===== config.mk =====
export PLATFORM = sky130hd
export DESIGN_NAME = pdio_top
export DESIGN_NICKNAME = d
export VERILOG_FILES = /design/src/pdio_pkg.sv /design/src/pdio_sampler.sv /design/src/pdio_top.sv
export SDC_FILE = /design/constraint.sdc
export NUM_CORES = 1
export LEC_CHECK = 0
export BUFFER_PORTS_ARGS = -buffer_cell sky130_fd_sc_hd__buf_2
export CORE_MARGIN = 2
export CORE_UTILIZATION = 30
export CTS_CLUSTER_SIZE = 28
export DETAILED_ROUTE_END_ITERATION = 7
export PLACE_DENSITY_LB_ADDON = 0.15
export SKIP_LAST_GASP = 1
export SYNTH_ARGS = -nofsm -noshare
export SYNTH_HDL_FRONTEND = slang
export SYNTH_SLANG_ARGS = --single-unit

===== constraint.sdc =====
create_clock -name sys_clk_i -period 2.62 [get_ports sys_clk_i]
set_clock_uncertainty 0.05 [all_clocks]
set_input_delay 0.524 -clock sys_clk_i [delete_from_list [all_inputs] [get_ports sys_clk_i]]
set_output_delay 0.524 -clock sys_clk_i [all_outputs]
set_load 0.02 [all_outputs]

===== src/pdio_pkg.sv =====
/*
 * Package for the discrete PLC I/O block: register map, field layouts,
 * reset values, function codes and timing counts.
 * Assumes a 25 MHz system clock.
 */
package pdio_pkg;

    // Clock and timing
    localparam int unsigned CLK_HZ = 25_000_000;
    localparam int unsigned MS_PER_S = 1000;
    localparam int unsigned MS_CYC = CLK_HZ / MS_PER_S;
    localparam int unsigned SAMPLE_MIN_MS = 10;
    localparam int unsigned SAMPLE_MAX_MS = 100;
    localparam int unsigned VENT_RST_MS = 2000;
    localparam int unsigned NUM_IN = 3;
    localparam int unsigned NUM_RELAY = 4;

    // Register byte offsets
    localparam logic [7:0] REG_LOC = 8'h00;
    localparam logic [7:0] REG_SAMPLE = 8'h04;
    localparam logic [7:0] REG_VENT = 8'h08;
    localparam logic [7:0] REG_INMAP = 8'h0C;
    localparam logic [7:0] REG_OUTMAP = 8'h10;
    localparam logic [7:0] REG_SERIAL = 8'h14;
    localparam logic [7:0] REG_REC = 8'h18;
    localparam logic [7:0] REG_STATUS = 8'h1C;

    // Reset values
    localparam logic [2:0] LOC_RST = 3'h5;
    localparam logic [6:0] SAMPLE_RST = 7'h0A;
    localparam logic [15:0] VENT_RST = 16'h07D0;
    localparam logic [8:0] INMAP_RST = 9'h0D1;
    localparam logic [15:0] OUTMAP_RST = 16'h2810;
    localparam logic [8:0] SERIAL_RST = 9'h004;
    localparam logic [10:0] REC_RST = 11'h005;

    // Field positions
    localparam int unsigned IN_FW = 3;
    localparam int unsigned OUT_FW = 4;
    localparam int unsigned REC_FN_LSB = 0;
    localparam int unsigned REC_STEP_LSB = 3;
    localparam int unsigned REC_DEC_LSB = 6;

    // Control location
    typedef enum logic [2:0] {
        LOC_PLC = 3'h0, LOC_SER = 3'h1, LOC_ALL = 3'h2,
        LOC_LCL_PLC = 3'h3, LOC_LCL_SER = 3'h4, LOC_LCL = 3'h5
    } pdio_loc_e;

    // Command input functions
    typedef enum logic [2:0] {
        IN_ZERO = 3'h0, IN_START = 3'h1, IN_STOP = 3'h2, IN_PURGE = 3'h3,
        IN_CLEAR = 3'h4, IN_CAL = 3'h5, IN_CAL_INT = 3'h6, IN_CAL_EXT = 3'h7
    } pdio_infn_e;

    // Relay functions
    typedef enum logic [3:0] {
        OUT_TRIG1 = 4'h0, OUT_ZERO = 4'h1, OUT_READY = 4'h2,
        OUT_CAL_ACT = 4'h3, OUT_CAL_REQ = 4'h4, OUT_FAIL = 4'h5,
        OUT_WARN = 4'h6, OUT_GASB = 4'h7, OUT_OPEN = 4'h8,
        OUT_CLOSE = 4'h9, OUT_STROBE = 4'hA, OUT_PUMP = 4'hB,
        OUT_STANDBY = 4'hC, OUT_VENTED = 4'hD, OUT_EMIS = 4'hE
    } pdio_outfn_e;

    // Recorder functions
    typedef enum logic [2:0] {
        REC_OFF = 3'h0, REC_P1 = 3'h1, REC_P2 = 3'h2, REC_MANT = 3'h3,
        REC_EXP = 3'h4, REC_LIN = 3'h5, REC_LOG = 3'h6
    } pdio_recfn_e;

    localparam logic [2:0] STEP_MAX = 3'h5;
    localparam logic [2:0] BAUD_MAX = 3'h4;
    localparam logic [1:0] TERM_MAX = 2'h2;
    localparam logic [1:0] PAR_MAX = 2'h2;

    // Machine state seen by the block
    typedef struct packed {
        logic measuring;
        logic standby;
        logic vent_mode;
        logic emission;
        logic error;
        logic warning;
        logic trig1_over;
        logic rec_invalid;
        logic pumping;
        logic cal_running;
        logic cal_request;
        logic gas_ballast;
    } pdio_mach_s;

    // Command pulses and levels toward the machine
    typedef struct packed {
        logic start;
        logic stop;
        logic vent;
        logic error_ack;
        logic cal_int;
        logic cal_ext;
        logic cal_confirm;
        logic zero_en;
        logic purge_en;
    } pdio_cmd_s;

    // Serial framing settings
    typedef struct packed {
        logic [2:0] baud;
        logic [1:0] term;
        logic eight_bits;
        logic [1:0] parity;
        logic two_stop;
    } pdio_ser_s;

endpackage


===== src/pdio_sampler.sv =====
/*
 * Command input sampler: two-flop synchroniser per pin, then one sample
 * per strobe and edge detection against the previous sample.
 * Assumes the strobe is a one-cycle pulse on sys_clk_i.
 */
`timescale 1ns/1ps
`default_nettype none
module pdio_sampler
    import pdio_pkg::*;
(
    input wire logic sys_clk_i,              // System clock
    input wire logic rstn_i,                 // Sync reset, active low
    input wire logic [NUM_IN-1:0] pin_i,     // Raw command pins
    input wire logic strobe_i,               // Sample strobe
    output logic [NUM_IN-1:0] level_o,       // Current sample
    output logic [NUM_IN-1:0] rise_o,        // Rising edge pulse
    output logic [NUM_IN-1:0] fall_o         // Falling edge pulse
);

    logic [NUM_IN-1:0] sync_a;
    logic [NUM_IN-1:0] sync_b;
    logic [NUM_IN-1:0] prev;

    ////////////////////////////////////////////////////////////////////
    // Two-flop synchroniser
    always_ff @(posedge sys_clk_i) begin
        if (!rstn_i) begin
            sync_a <= '0;
            sync_b <= '0;
        end else begin
            sync_a <= pin_i;
            sync_b <= sync_a;
        end
    end

    // Sample once per period, compare with last sample
    always_ff @(posedge sys_clk_i) begin
        if (!rstn_i) begin
            level_o <= '0;
            prev <= '0;
            rise_o <= '0;
            fall_o <= '0;
        end else if (strobe_i) begin
            prev <= sync_b;
            level_o <= sync_b;
            rise_o <= sync_b & ~prev;
            fall_o <= ~sync_b & prev;
        end else begin
            rise_o <= '0;
            fall_o <= '0;
        end
    end

endmodule // pdio_sampler
`default_nettype wire


===== src/pdio_top.sv =====
/*
 * Discrete PLC I/O block: sampled command inputs, relay status outputs
 * and interface settings, reached over an APB slave.
 * Assumes machine state arrives on sys_clk_i, pins are asynchronous.
 */
// Implementation choices: the register offsets and the APB interface to the registers.
`timescale 1ns/1ps
`default_nettype none

//
// Contract
// - Inputs ignored unless location PLC, all, local+PLC
// - Zero rise enables, fall disables subtraction
// - Start rise issues start command
// - Stop rise stops; long hold vents
// - Purge rise activates, fall deactivates
// - Clear rise acknowledges error
// - Cal rise: standby internal, measuring external
// - Cal fall confirms external calibration
// - Cal-int rise starts internal calibration always
// - Cal-ext rise starts external; fall confirms
// - Trigger relay open when over or idle
// - Zero relay closed while zero runs
// - Ready relay closed measuring, emission, no error
// - Cal-active relay closed during calibration
// - Cal-request relay opens on request
// - Fail/warning relays open while shown
// - Gas ballast closed; constant relays fixed
// - Strobe closed when leak-rate recorder invalid
// - Pump relay open evacuating; vented open venting
// - Standby open standby/vent; emission open emitting
// - Sample period limited 10 to 100 ms
// - Baud 1200-19200; terminator CRLF, CR, LF
// - 7/8 bits, parity, 1/2 stops independent
// - Scaling changes only in lin/log mode
// - PLC-only locks local start/stop/zero
module pdio_top
    import pdio_pkg::*;
#(
    parameter int unsigned MS_CYCLES = MS_CYC // Cycles per millisecond
) (
    input wire logic sys_clk_i,              // System clock, 25 MHz
    input wire logic rstn_i,                 // Sync reset, active low
    input wire logic psel_i,                 // APB select
    input wire logic penable_i,              // APB enable
    input wire logic pwrite_i,               // APB write
    input wire logic [7:0] paddr_i,          // APB byte address
    input wire logic [31:0] pwdata_i,        // APB write data
    output logic [31:0] prdata_o,            // APB read data
    output logic pready_o,                   // APB ready
    output logic pslverr_o,                  // APB error
    input wire logic [NUM_IN-1:0] plc_in_i,  // PLC command pins
    input wire pdio_mach_s mach_i,           // Machine state
    output pdio_cmd_s cmd_o,                 // Commands to machine
    output logic [NUM_RELAY-1:0] relay_o,    // Relay closed when high
    output logic local_lock_o,               // Local buttons locked
    output pdio_ser_s ser_o,                 // Serial framing
    output logic [2:0] rec_fn_o,             // Recorder function
    output logic [2:0] rec_step_o,           // Volts per decade step
    output logic [4:0] rec_decade_o          // Upper decade
);

    ////////////////////////////////////////////////////////////////////
    // Helper functions

    // Input field of one pin
    function automatic pdio_infn_e in_fn(input logic [8:0] map,
                                         input int unsigned idx);
        return pdio_infn_e'(map[idx*IN_FW +: IN_FW]);
    endfunction

    // Any pin assigned to a function with an event on it
    function automatic logic hit(input logic [8:0] map,
                                 input logic [NUM_IN-1:0] ev,
                                 input pdio_infn_e fn);
        logic r;
        r = 1'b0;
        for (int unsigned i = 0; i < NUM_IN; i++) begin
            if (ev[i] && in_fn(map, i) == fn) begin
                r = 1'b1;
            end
        end
        return r;
    endfunction

    ////////////////////////////////////////////////////////////////////
    // Registers
    logic [2:0] loc;
    logic [6:0] sample_ms;
    logic [15:0] vent_ms;
    logic [8:0] in_map;
    logic [15:0] out_map;
    logic [2:0] rec_fn;
    logic [2:0] rec_step;
    logic [4:0] rec_dec;
    logic zero_act;
    logic purge_act;
    logic ext_wait;
    logic stop_hold;
    logic vent_done;
    logic [15:0] hold_ms;
    logic [15:0] ms_cnt;
    logic [6:0] per_cnt;
    logic ms_tick;
    logic strobe;
    logic [NUM_IN-1:0] lvl;
    logic [NUM_IN-1:0] rise_raw;
    logic [NUM_IN-1:0] fall_raw;
    logic [NUM_IN-1:0] rise;
    logic [NUM_IN-1:0] fall;
    logic accept;
    logic wr_en;
    logic rd_en;
    logic mapped;
    logic [31:0] status;
    logic [NUM_RELAY-1:0] next_relay;
    logic stop_lvl;

    ////////////////////////////////////////////////////////////////////
    // APB decode; always ready, error on unmapped address
    assign wr_en = psel_i & penable_i & pwrite_i & mapped;
    assign rd_en = psel_i & penable_i & ~pwrite_i;
    assign pready_o = 1'b1;
    assign pslverr_o = psel_i & penable_i & ~mapped;

    // Address map check
    always_comb begin
        unique case (paddr_i)
            REG_LOC, REG_SAMPLE, REG_VENT, REG_INMAP,
            REG_OUTMAP, REG_SERIAL, REG_REC, REG_STATUS: mapped = 1'b1;
            default: mapped = 1'b0;
        endcase
    end

    // Location register, values above local-only ignored
    always_ff @(posedge sys_clk_i) begin
        if (!rstn_i) begin
            loc <= LOC_RST;
        end else if (wr_en && paddr_i == REG_LOC
                     && pwdata_i[2:0] <= LOC_LCL) begin
            loc <= pwdata_i[2:0];
        end
    end

    // Sample period, clamped into its legal window
    always_ff @(posedge sys_clk_i) begin
        if (!rstn_i) begin
            sample_ms <= SAMPLE_RST;
        end else if (wr_en && paddr_i == REG_SAMPLE) begin
            if (pwdata_i[31:0] < SAMPLE_MIN_MS) begin
                sample_ms <= 7'(SAMPLE_MIN_MS);
            end else if (pwdata_i[31:0] > SAMPLE_MAX_MS) begin
                sample_ms <= 7'(SAMPLE_MAX_MS);
            end else begin
                sample_ms <= pwdata_i[6:0];
            end
        end
    end

    // Vent delay and pin assignment registers
    always_ff @(posedge sys_clk_i) begin
        if (!rstn_i) begin
            vent_ms <= VENT_RST;
            in_map <= INMAP_RST;
            out_map <= OUTMAP_RST;
        end else if (wr_en) begin
            if (paddr_i == REG_VENT) begin
                vent_ms <= pwdata_i[15:0];
            end
            if (paddr_i == REG_INMAP) begin
                in_map <= pwdata_i[8:0];
            end
            if (paddr_i == REG_OUTMAP) begin
                out_map <= pwdata_i[15:0];
            end
        end
    end

    // Serial framing; illegal codes keep the old field
    always_ff @(posedge sys_clk_i) begin
        if (!rstn_i) begin
            ser_o <= SERIAL_RST;
        end else if (wr_en && paddr_i == REG_SERIAL) begin
            if (pwdata_i[8:6] <= BAUD_MAX) begin
                ser_o.baud <= pwdata_i[8:6];
            end
            if (pwdata_i[5:4] <= TERM_MAX) begin
                ser_o.term <= pwdata_i[5:4];
            end
            ser_o.eight_bits <= pwdata_i[3];
            if (pwdata_i[2:1] <= PAR_MAX) begin
                ser_o.parity <= pwdata_i[2:1];
            end
            ser_o.two_stop <= pwdata_i[0];
        end
    end

    // Recorder: scaling writable only with lin or log function
    always_ff @(posedge sys_clk_i) begin
        if (!rstn_i) begin
            rec_fn <= REC_RST[REC_FN_LSB +: 3];
            rec_step <= REC_RST[REC_STEP_LSB +: 3];
            rec_dec <= REC_RST[REC_DEC_LSB +: 5];
        end else if (wr_en && paddr_i == REG_REC) begin
            if (pwdata_i[REC_FN_LSB +: 3] <= REC_LOG) begin
                rec_fn <= pwdata_i[REC_FN_LSB +: 3];
            end
            if (rec_fn == REC_LIN || rec_fn == REC_LOG) begin
                if (pwdata_i[REC_STEP_LSB +: 3] <= STEP_MAX) begin
                    rec_step <= pwdata_i[REC_STEP_LSB +: 3];
                end
                rec_dec <= pwdata_i[REC_DEC_LSB +: 5];
            end
        end
    end

    // Status word
    assign status = {13'h0000, lvl, relay_o, 5'h00,
                     vent_done, stop_hold, ext_wait,
                     purge_act, zero_act, accept, local_lock_o};

    // Read data register
    always_ff @(posedge sys_clk_i) begin
        if (!rstn_i) begin
            prdata_o <= 32'h0000_0000;
        end else if (psel_i && !penable_i && !pwrite_i) begin
            unique case (paddr_i)
                REG_LOC: prdata_o <= {29'h0, loc};
                REG_SAMPLE: prdata_o <= {25'h0, sample_ms};
                REG_VENT: prdata_o <= {16'h0, vent_ms};
                REG_INMAP: prdata_o <= {23'h0, in_map};
                REG_OUTMAP: prdata_o <= {16'h0, out_map};
                REG_SERIAL: prdata_o <= {23'h0, ser_o};
                REG_REC: prdata_o <= {21'h0, rec_dec, rec_step, rec_fn};
                REG_STATUS: prdata_o <= status;
                default: prdata_o <= 32'h0000_0000;
            endcase
        end
    end

    ////////////////////////////////////////////////////////////////////
    // Millisecond tick and sample strobe
    always_ff @(posedge sys_clk_i) begin
        if (!rstn_i) begin
            ms_cnt <= 16'h0000;
            ms_tick <= 1'b0;
        end else if (ms_cnt == 16'(MS_CYCLES - 1)) begin
            ms_cnt <= 16'h0000;
            ms_tick <= 1'b1;
        end else begin
            ms_cnt <= ms_cnt + 16'h0001;
            ms_tick <= 1'b0;
        end
    end

    // One strobe per sample period
    always_ff @(posedge sys_clk_i) begin
        if (!rstn_i) begin
            per_cnt <= 7'h00;
            strobe <= 1'b0;
        end else if (ms_tick && per_cnt >= sample_ms - 7'h01) begin
            per_cnt <= 7'h00;
            strobe <= 1'b1;
        end else begin
            if (ms_tick) begin
                per_cnt <= per_cnt + 7'h01;
            end
            strobe <= 1'b0;
        end
    end

    // Pin sampler
    pdio_sampler u_sampler (
        .sys_clk_i(sys_clk_i),
        .rstn_i(rstn_i),
        .pin_i(plc_in_i),
        .strobe_i(strobe),
        .level_o(lvl),
        .rise_o(rise_raw),
        .fall_o(fall_raw)
    );

    // Location gate on every command edge
    assign accept = (loc == LOC_PLC) || (loc == LOC_ALL)
                    || (loc == LOC_LCL_PLC);
    assign rise = accept ? rise_raw : '0;
    assign fall = accept ? fall_raw : '0;
    assign local_lock_o = (loc == LOC_PLC);

    ////////////////////////////////////////////////////////////////////
    // Zero and purge levels follow their edges
    always_ff @(posedge sys_clk_i) begin
        if (!rstn_i) begin
            zero_act <= 1'b0;
            purge_act <= 1'b0;
        end else begin
            if (hit(in_map, rise, IN_ZERO)) begin
                zero_act <= 1'b1;
            end else if (hit(in_map, fall, IN_ZERO)) begin
                zero_act <= 1'b0;
            end
            if (hit(in_map, rise, IN_PURGE)) begin
                purge_act <= 1'b1;
            end else if (hit(in_map, fall, IN_PURGE)) begin
                purge_act <= 1'b0;
            end
        end
    end

    // Stop pin held level, from any pin assigned to stop
    always_comb begin
        stop_lvl = 1'b0;
        for (int unsigned i = 0; i < NUM_IN; i++) begin
            if (lvl[i] && in_fn(in_map, i) == IN_STOP) begin
                stop_lvl = 1'b1;
            end
        end
    end

    // Stop hold timer, vents once the delay is passed
    always_ff @(posedge sys_clk_i) begin
        if (!rstn_i) begin
            stop_hold <= 1'b0;
            vent_done <= 1'b0;
            hold_ms <= 16'h0000;
        end else if (hit(in_map, rise, IN_STOP)) begin
            stop_hold <= 1'b1;
            vent_done <= 1'b0;
            hold_ms <= 16'h0000;
        end else if (stop_hold) begin
            if (!stop_lvl || !accept) begin
                stop_hold <= 1'b0;
            end else if (hold_ms > vent_ms) begin
                stop_hold <= 1'b0;
                vent_done <= 1'b1;
            end else if (ms_tick) begin
                hold_ms <= hold_ms + 16'h0001;
            end
        end
    end

    // External calibration waits for its confirming fall
    always_ff @(posedge sys_clk_i) begin
        if (!rstn_i) begin
            ext_wait <= 1'b0;
        end else if (cmd_o.cal_ext) begin
            ext_wait <= 1'b1;
        end else if (cmd_o.cal_confirm || cmd_o.cal_int) begin
            ext_wait <= 1'b0;
        end
    end

    // Command pulses and levels
    always_ff @(posedge sys_clk_i) begin
        if (!rstn_i) begin
            cmd_o <= '0;
        end else begin
            cmd_o.start <= hit(in_map, rise, IN_START);
            cmd_o.stop <= hit(in_map, rise, IN_STOP);
            cmd_o.vent <= stop_hold && stop_lvl && accept
                          && hold_ms > vent_ms;
            cmd_o.error_ack <= hit(in_map, rise, IN_CLEAR);
            cmd_o.cal_int <= hit(in_map, rise, IN_CAL_INT)
                || (hit(in_map, rise, IN_CAL)
                    && mach_i.standby);
            cmd_o.cal_ext <= hit(in_map, rise, IN_CAL_EXT)
                || (hit(in_map, rise, IN_CAL)
                    && mach_i.measuring);
            cmd_o.cal_confirm <= ext_wait
                && (hit(in_map, fall, IN_CAL)
                    || hit(in_map, fall, IN_CAL_EXT));
            cmd_o.zero_en <= zero_act;
            cmd_o.purge_en <= purge_act;
        end
    end

    ////////////////////////////////////////////////////////////////////
    // Relay state per assigned function; high means closed
    always_comb begin
        for (int unsigned r = 0; r < NUM_RELAY; r++) begin
            unique case (out_map[r*OUT_FW +: OUT_FW])
                OUT_TRIG1: next_relay[r] =
                    !(mach_i.trig1_over || !mach_i.measuring);
                OUT_ZERO: next_relay[r] = zero_act;
                OUT_READY: next_relay[r] = mach_i.measuring
                    && mach_i.emission && !mach_i.error;
                OUT_CAL_ACT: next_relay[r] = mach_i.cal_running
                    || ext_wait;
                OUT_CAL_REQ: next_relay[r] =
                    !(mach_i.cal_request || ext_wait);
                OUT_FAIL: next_relay[r] = !mach_i.error;
                OUT_WARN: next_relay[r] = !mach_i.warning;
                OUT_GASB: next_relay[r] =
                    mach_i.gas_ballast || purge_act;
                OUT_OPEN: next_relay[r] = 1'b0;
                OUT_CLOSE: next_relay[r] = 1'b1;
                OUT_STROBE: next_relay[r] = mach_i.rec_invalid
                    && rec_fn >= REC_MANT;
                OUT_PUMP: next_relay[r] = !mach_i.pumping;
                OUT_STANDBY: next_relay[r] =
                    !(mach_i.standby || mach_i.vent_mode);
                OUT_VENTED: next_relay[r] = !mach_i.vent_mode;
                OUT_EMIS: next_relay[r] = !mach_i.emission;
                default: next_relay[r] = 1'b0;
            endcase
        end
    end

    // Registered relay drive
    always_ff @(posedge sys_clk_i) begin
        if (!rstn_i) begin
            relay_o <= '0;
        end else begin
            relay_o <= next_relay;
        end
    end

    // Recorder settings out
    assign rec_fn_o = rec_fn;
    assign rec_step_o = rec_step;
    assign rec_decade_o = rec_dec;

endmodule // pdio_top
`default_nettype wire


After elaboration in Yosys (flattened, before gate mapping). Memory sizes are Yosys's and may differ from the RTL's. Index checks and enable logic that the tools add are counted.

Memories: 1. Bits in read-only memories: 32. Bits in registers: 177. Memory bits (writable): 0. Bits of input ports: 60. Bits in latches: 0.

Memory list: (no name shown) (words 32, bits a word 1, rd ports 1, clocked after memory_dff 0, write ports 0, RTL line pdio_top.sv:128) `unique case (paddr_i)`.

Shift operators: 0. Multiply operators: 0. Reduce and logical (&&, ||, !) cells: 110. Divide/modulo/power cells: 0. Equal/unequal tests: 85. $add $sub $neg: 4. Mux-type cells: 73. Order comparisons: 11. Bitwise logic cells: 12.

Operators by type and width (count): case mux 19 bit (8 select lines) (1); equality test 4 bit, second input constant (24); equality test 4 x 3 -> 1 bit, second input constant (16); 2-to-1 mux 1 bit (64); logical AND 1 bit (56); case mux 1 bit (14 select lines) (4); equality test 3 bit, second input constant (14); adder 16 x 1 -> 16 bit, second input constant (2); equality test 4 x 2 -> 1 bit, second input constant (8); equality test 8 x 5 -> 1 bit, second input constant (4); > comparator 32 x 7 -> 1 bit, second input constant (1); < comparator 32 x 4 -> 1 bit, second input constant (1); equality test 3 x 2 -> 1 bit, second input constant (8); AND reduction 2 bit (9); equality test 16 x 15 -> 1 bit, second input constant (1); equality test 4 x 1 -> 1 bit, second input constant (4); equality test 8 x 4 -> 1 bit, second input constant (2); > comparator 16 bit (1); zero test 4 bit (4); zero test 3 bit (5); 2-to-1 mux 7 bit (2); zero test 1 bit (13); logical OR 1 bit (13); <= comparator 3 bit, second input constant (4); 17 further kinds (34).

Depth between registers and ports, before layout.
Depth in word-level cells: 13. Depth in mapped cells: 10.

Modules after synthesis. Synthesis repeated with hierarchy kept, for this count alone.

Cell total of the unflattened synthesis: 992. Area, all modules: 8485.6 µm².

Modules (own cells, without submodules): pdio_top (area each 8012.7 µm², times used 1, cells an instance 958, sequential area each 2982.9 µm²); pdio_sampler (area each 473.0 µm², times used 1, cells an instance 34, sequential area each 300.3 µm²).

Worst setup path after synthesis. OpenSTA, ideal clock, no wires.

Path type: register to register. Start point: register vent_ms[13]. End point: register hold_ms[5]. Slack: 118 ps. Library setup time: 130 ps. Period minus slack after synthesis: 2502 ps. Arrival: 2322 ps. Cell stages (with the launch flop): 11. Path through: dfxtp_1 > inv_1 > ha_1 > a21o_1 > a21o_1 > a2111oi_2 > a31oi_4 > buf_6 > buf_2 > o41ai_1 > a21oi_1.

Longest elaborated chain between the ends: 3.

Ends and longest elaborated chain: start: declaration (RTL line pdio_top.sv:90) `logic [15:0] vent_ms;`; start signal: assignment (RTL line pdio_top.sv:168) `vent_ms <= pwdata_i[15:0];`; > comparator 16 bit (RTL line pdio_top.sv:333) `end else if (hold_ms > vent_ms) begin`; inverter 1 bit (no line); AND reduction 4 bit (no line); end signal: assignment (RTL line pdio_top.sv:337) `hold_ms <= hold_ms + 16'h0001;`; end: declaration (RTL line pdio_top.sv:101) `logic [15:0] hold_ms;`.

Every way passes these cells. A chain may end at the register's enable or synchronous reset.

Worst setup path after layout.
Start point: register vent_ms[13]. End point: register hold_ms[6].

The elaborated chain is that of the path after synthesis.

==> flow_summary.toml <==
[worst_setup_path]
r2r_start = "vent_ms[13]$_SDFFE_PN0P_"
required_ns = 2.91
slowest_delay_ns = 0.50
r2r_setup_slack_ns = 0.06
cp-start-kind = "flop"
cp_common_cell = "a21o_1"
slowest_stage = "or4_1"
critPathMaxFanout = 8
worstRegToRegCells = 9
worstPathCellList = "inv_1 -> ha_4 -> a21o_1 -> a21o_1 -> a2111oi_4 -> a31oi_4 -> clkbuf_16 -> or4_1 -> a21oi_1"
worstPathArrival_ns = 2.85
critPathKind = "reg2reg"
worstSetupEndpointType = "flop"
r2r_end = "hold_ms[6]$_SDFFE_PP0P_"

[yosys]
synth-edff-count = 0
async_flop_share_pct = 0
synth_cells = 992
ys_types = 65
synth.area.top_cells = "dfxtp_1, nand2_1, a21oi_1, nor2_1, mux4_2"
syn_avg_cell_area_sq_um = 8.40
yosysWarnings = 0
yosysMostFrequentCell = "dfxtp_1"
synth_ff_type = "dfxtp_1"
yosysSeqAreaShare_pct = 39.4
ys_ff_latch = 164
netlist.area_leader.share_pct = 39.4
synth_common_cells = "dfxtp_1, nand2_1, nor2_1"
synthesis.area_sq_um = 8330
yosysTopAreaCell = "dfxtp_1"

[cells_and_area]
area_delta_synth_final_pct = 22.0
drive_gt1_share_pct = 21.9
stdcell_area_sq_um = 10200
final_cells = 1502
fin_nets = 1198
regArea_sq_um = 3290
fill_cells = 2843
post-route-util_pct = 36.9
multiInputGateArea_sq_um = 4700

[placed_design]
place_area_sq_um = 9460
gp_congestion = 0.859
dp_slack_ns = -0.0430
place_inst = 1466
dp_hpwl_um = 20200
portBuffers = 113

[floorplan]
die_h_um = 171
start_util_pct = 30.2
pin_count = 128
die_area_sq_um = 29100
die_x_um = 171
core-area_sq_um = 27600
num_rows = 61

[clock_tree]
insertion_delay_ns = 0.43
cts_made_buffers = 17
cts_tree = "yes"
cts_buffer_depth = 2
cts_num_sinks = 164
cts.htree.levels = 4
ctsHoldBuffers = 0
clk_pin_slew_worst_paths_ns = 0.07
cts_root_buf = "clkbuf_16"

[sta]
hold_viol_final = 0
min_period_ns = 2.56
finalCritPeriodShare_pct = 97.6
worstMarginPinSlew_ns = 0.801
setup_viol = 0
rsz0062_at_grt = "yes"
max-slew-margin-rel_pct = 46.1
drv_slew = 0
setup_ws_ns = 0.0619
fmax_mhz = 391

[power_and_ir_drop]
leakage_nw = 3.92
peakVddDrop_v = 0.000396
power_density_nw_per_um2 = 517

[global_routing]
grt_use_total_pct = 18.7
grt_max_degree = 41
antenna_found_initial = 2
grt_pass1_vias = 7145
overflow = 0
grt_pass1_wl_um = 41700

[detailed_routing]
routedWlPerCell_um = 18.2
ant_nets = 0
drt-vias-per-instance = 5.08
drt_iter0_drc = 583
wl_um = 27300
first_pass_iters = 5
drc = 0
num_vias = 7628

[hold_path]
hold_class = "in2reg"
min_to = "u_sampler.sync_a[1]$_SDFF_PN0_"
holdPathStages = 2
hp-start = "plc_in_i[1]"

[run]
drv_cap = 0

[status]
status = "complete, no violations"
## where the power goes
group / internal, mW / switching [mW]
Combinational: 0.0948 / 0.190
Clock: 1.34 / 1.12
Sequential: 2.50 / 0.00581
Total: 3.94 / 1.32
## registers in the layout, summed over array words and instances, names as in the netlist, 4 cells and up
signal / flops
out_map: 16
per_cnt: 7
ser_o: 9
cmd_o: 9
sample_ms: 7
hold_ms: 16
vent_ms: 16
relay_o: 4
rec_decade_o: 5
ms_cnt: 16
in_map: 9
prdata_o: 19
## how the worst max path moves through the flow
stage / start / endpoint / slack, ns / cells past startpoint
after floorplan: vent_ms[13]$_SDFFE_PN0P_ / hold_ms[5]$_SDFFE_PP0P_ / 0.12 / 10
after global placement: vent_ms[13]$_SDFFE_PN0P_ / hold_ms[13]$_SDFFE_PP0P_ / 0.03 / 9
after detailed placement: vent_ms[13]$_SDFFE_PN0P_ / hold_ms[12]$_SDFFE_PP0P_ / -0.04 / 9
after CTS: vent_ms[13]$_SDFFE_PN0P_ / hold_ms[12]$_SDFFE_PP0P_ / 0.02 / 9
after global routing: vent_ms[15]$_SDFFE_PN0P_ / hold_ms[7]$_SDFFE_PP0P_ / -0.03 / 10
final: vent_ms[13]$_SDFFE_PN0P_ / hold_ms[6]$_SDFFE_PP0P_ / 0.06 / 9
## layout make-up
class	count	area share (%)
clock buffers	18	4.32
flip-flops and latches	164	32.3
clock inverters	13	1.24
repair buffers	167	10.1
diodes	1	0.0246
inverters	30	1.11
multi-input cells	731	46.2
well taps	378	4.65
## metrics by stage
stage	hold slack, ns	total power, mW	setup TNS (ns)
after floorplan	0.362	2.73	0
after CTS	0.240	5.30	0
after global routing	0.249	5.43	-0.150
after detailed placement	0.374	2.85	-0.293
after global placement	0.379	2.85	0
final	0.252	5.26	0
## what timing repair did
action,in CTS,in global routing
pin swaps,0,6
gates resized for setup,2,9
buffers inserted,0,2
endpoints found under the setup margin,13,20
gates cloned,0,2
## cell families after synthesis
family	after synthesis	share of synthesized area [%]
compound gates	216	17.1
xor+xnor	26	2.73
fa+ha+maj	27	4.05
buf+inv	109	5.77
flops	164	39.4
mux	36	6.76
other cells	2	0.0901
simple gates	412	24.1
## per-layer routing
layer,global-route usage (%),share of wire (%),vias up
li1,-,-,3790
met1,25.9,48,3645
met2,30.1,46,170
met3,3.33,4.2,21
met4,4.79,1.3,2
met5,0,0.040,-
## worst max-delay path: cells and delay by family (launching register included)
family	cells	cell delay, ns
compound gates	5	1.08
fa+ha+maj	1	0.25
buf+inv	2	0.28
flops	1	0.33
simple gates	1	0.50
## cells in the final DEF, fill, tap and decap left out, types with 8 or more instances in the layout
cell / n
a21oi_1: 82
a222oi_1: 8
a22oi_1: 15
and2_1: 13
and3_1: 15
buf_2: 113
buf_4: 50
clkbuf_16: 19
conb_1: 14
dfxtp_1: 162
ha_1: 24
inv_1: 29
mux2i_1: 18
mux4_2: 16
nand2_1: 136
nand2b_1: 9
nand3_1: 30
nand4_1: 17
nor2_1: 101
nor2b_1: 14
nor3_1: 18
nor4_1: 13
o211ai_1: 11
o21ai_0: 23
o31ai_1: 14
or4_1: 13
xnor2_1: 11
xor2_1: 15
Power figures use the tool's default switching activity.
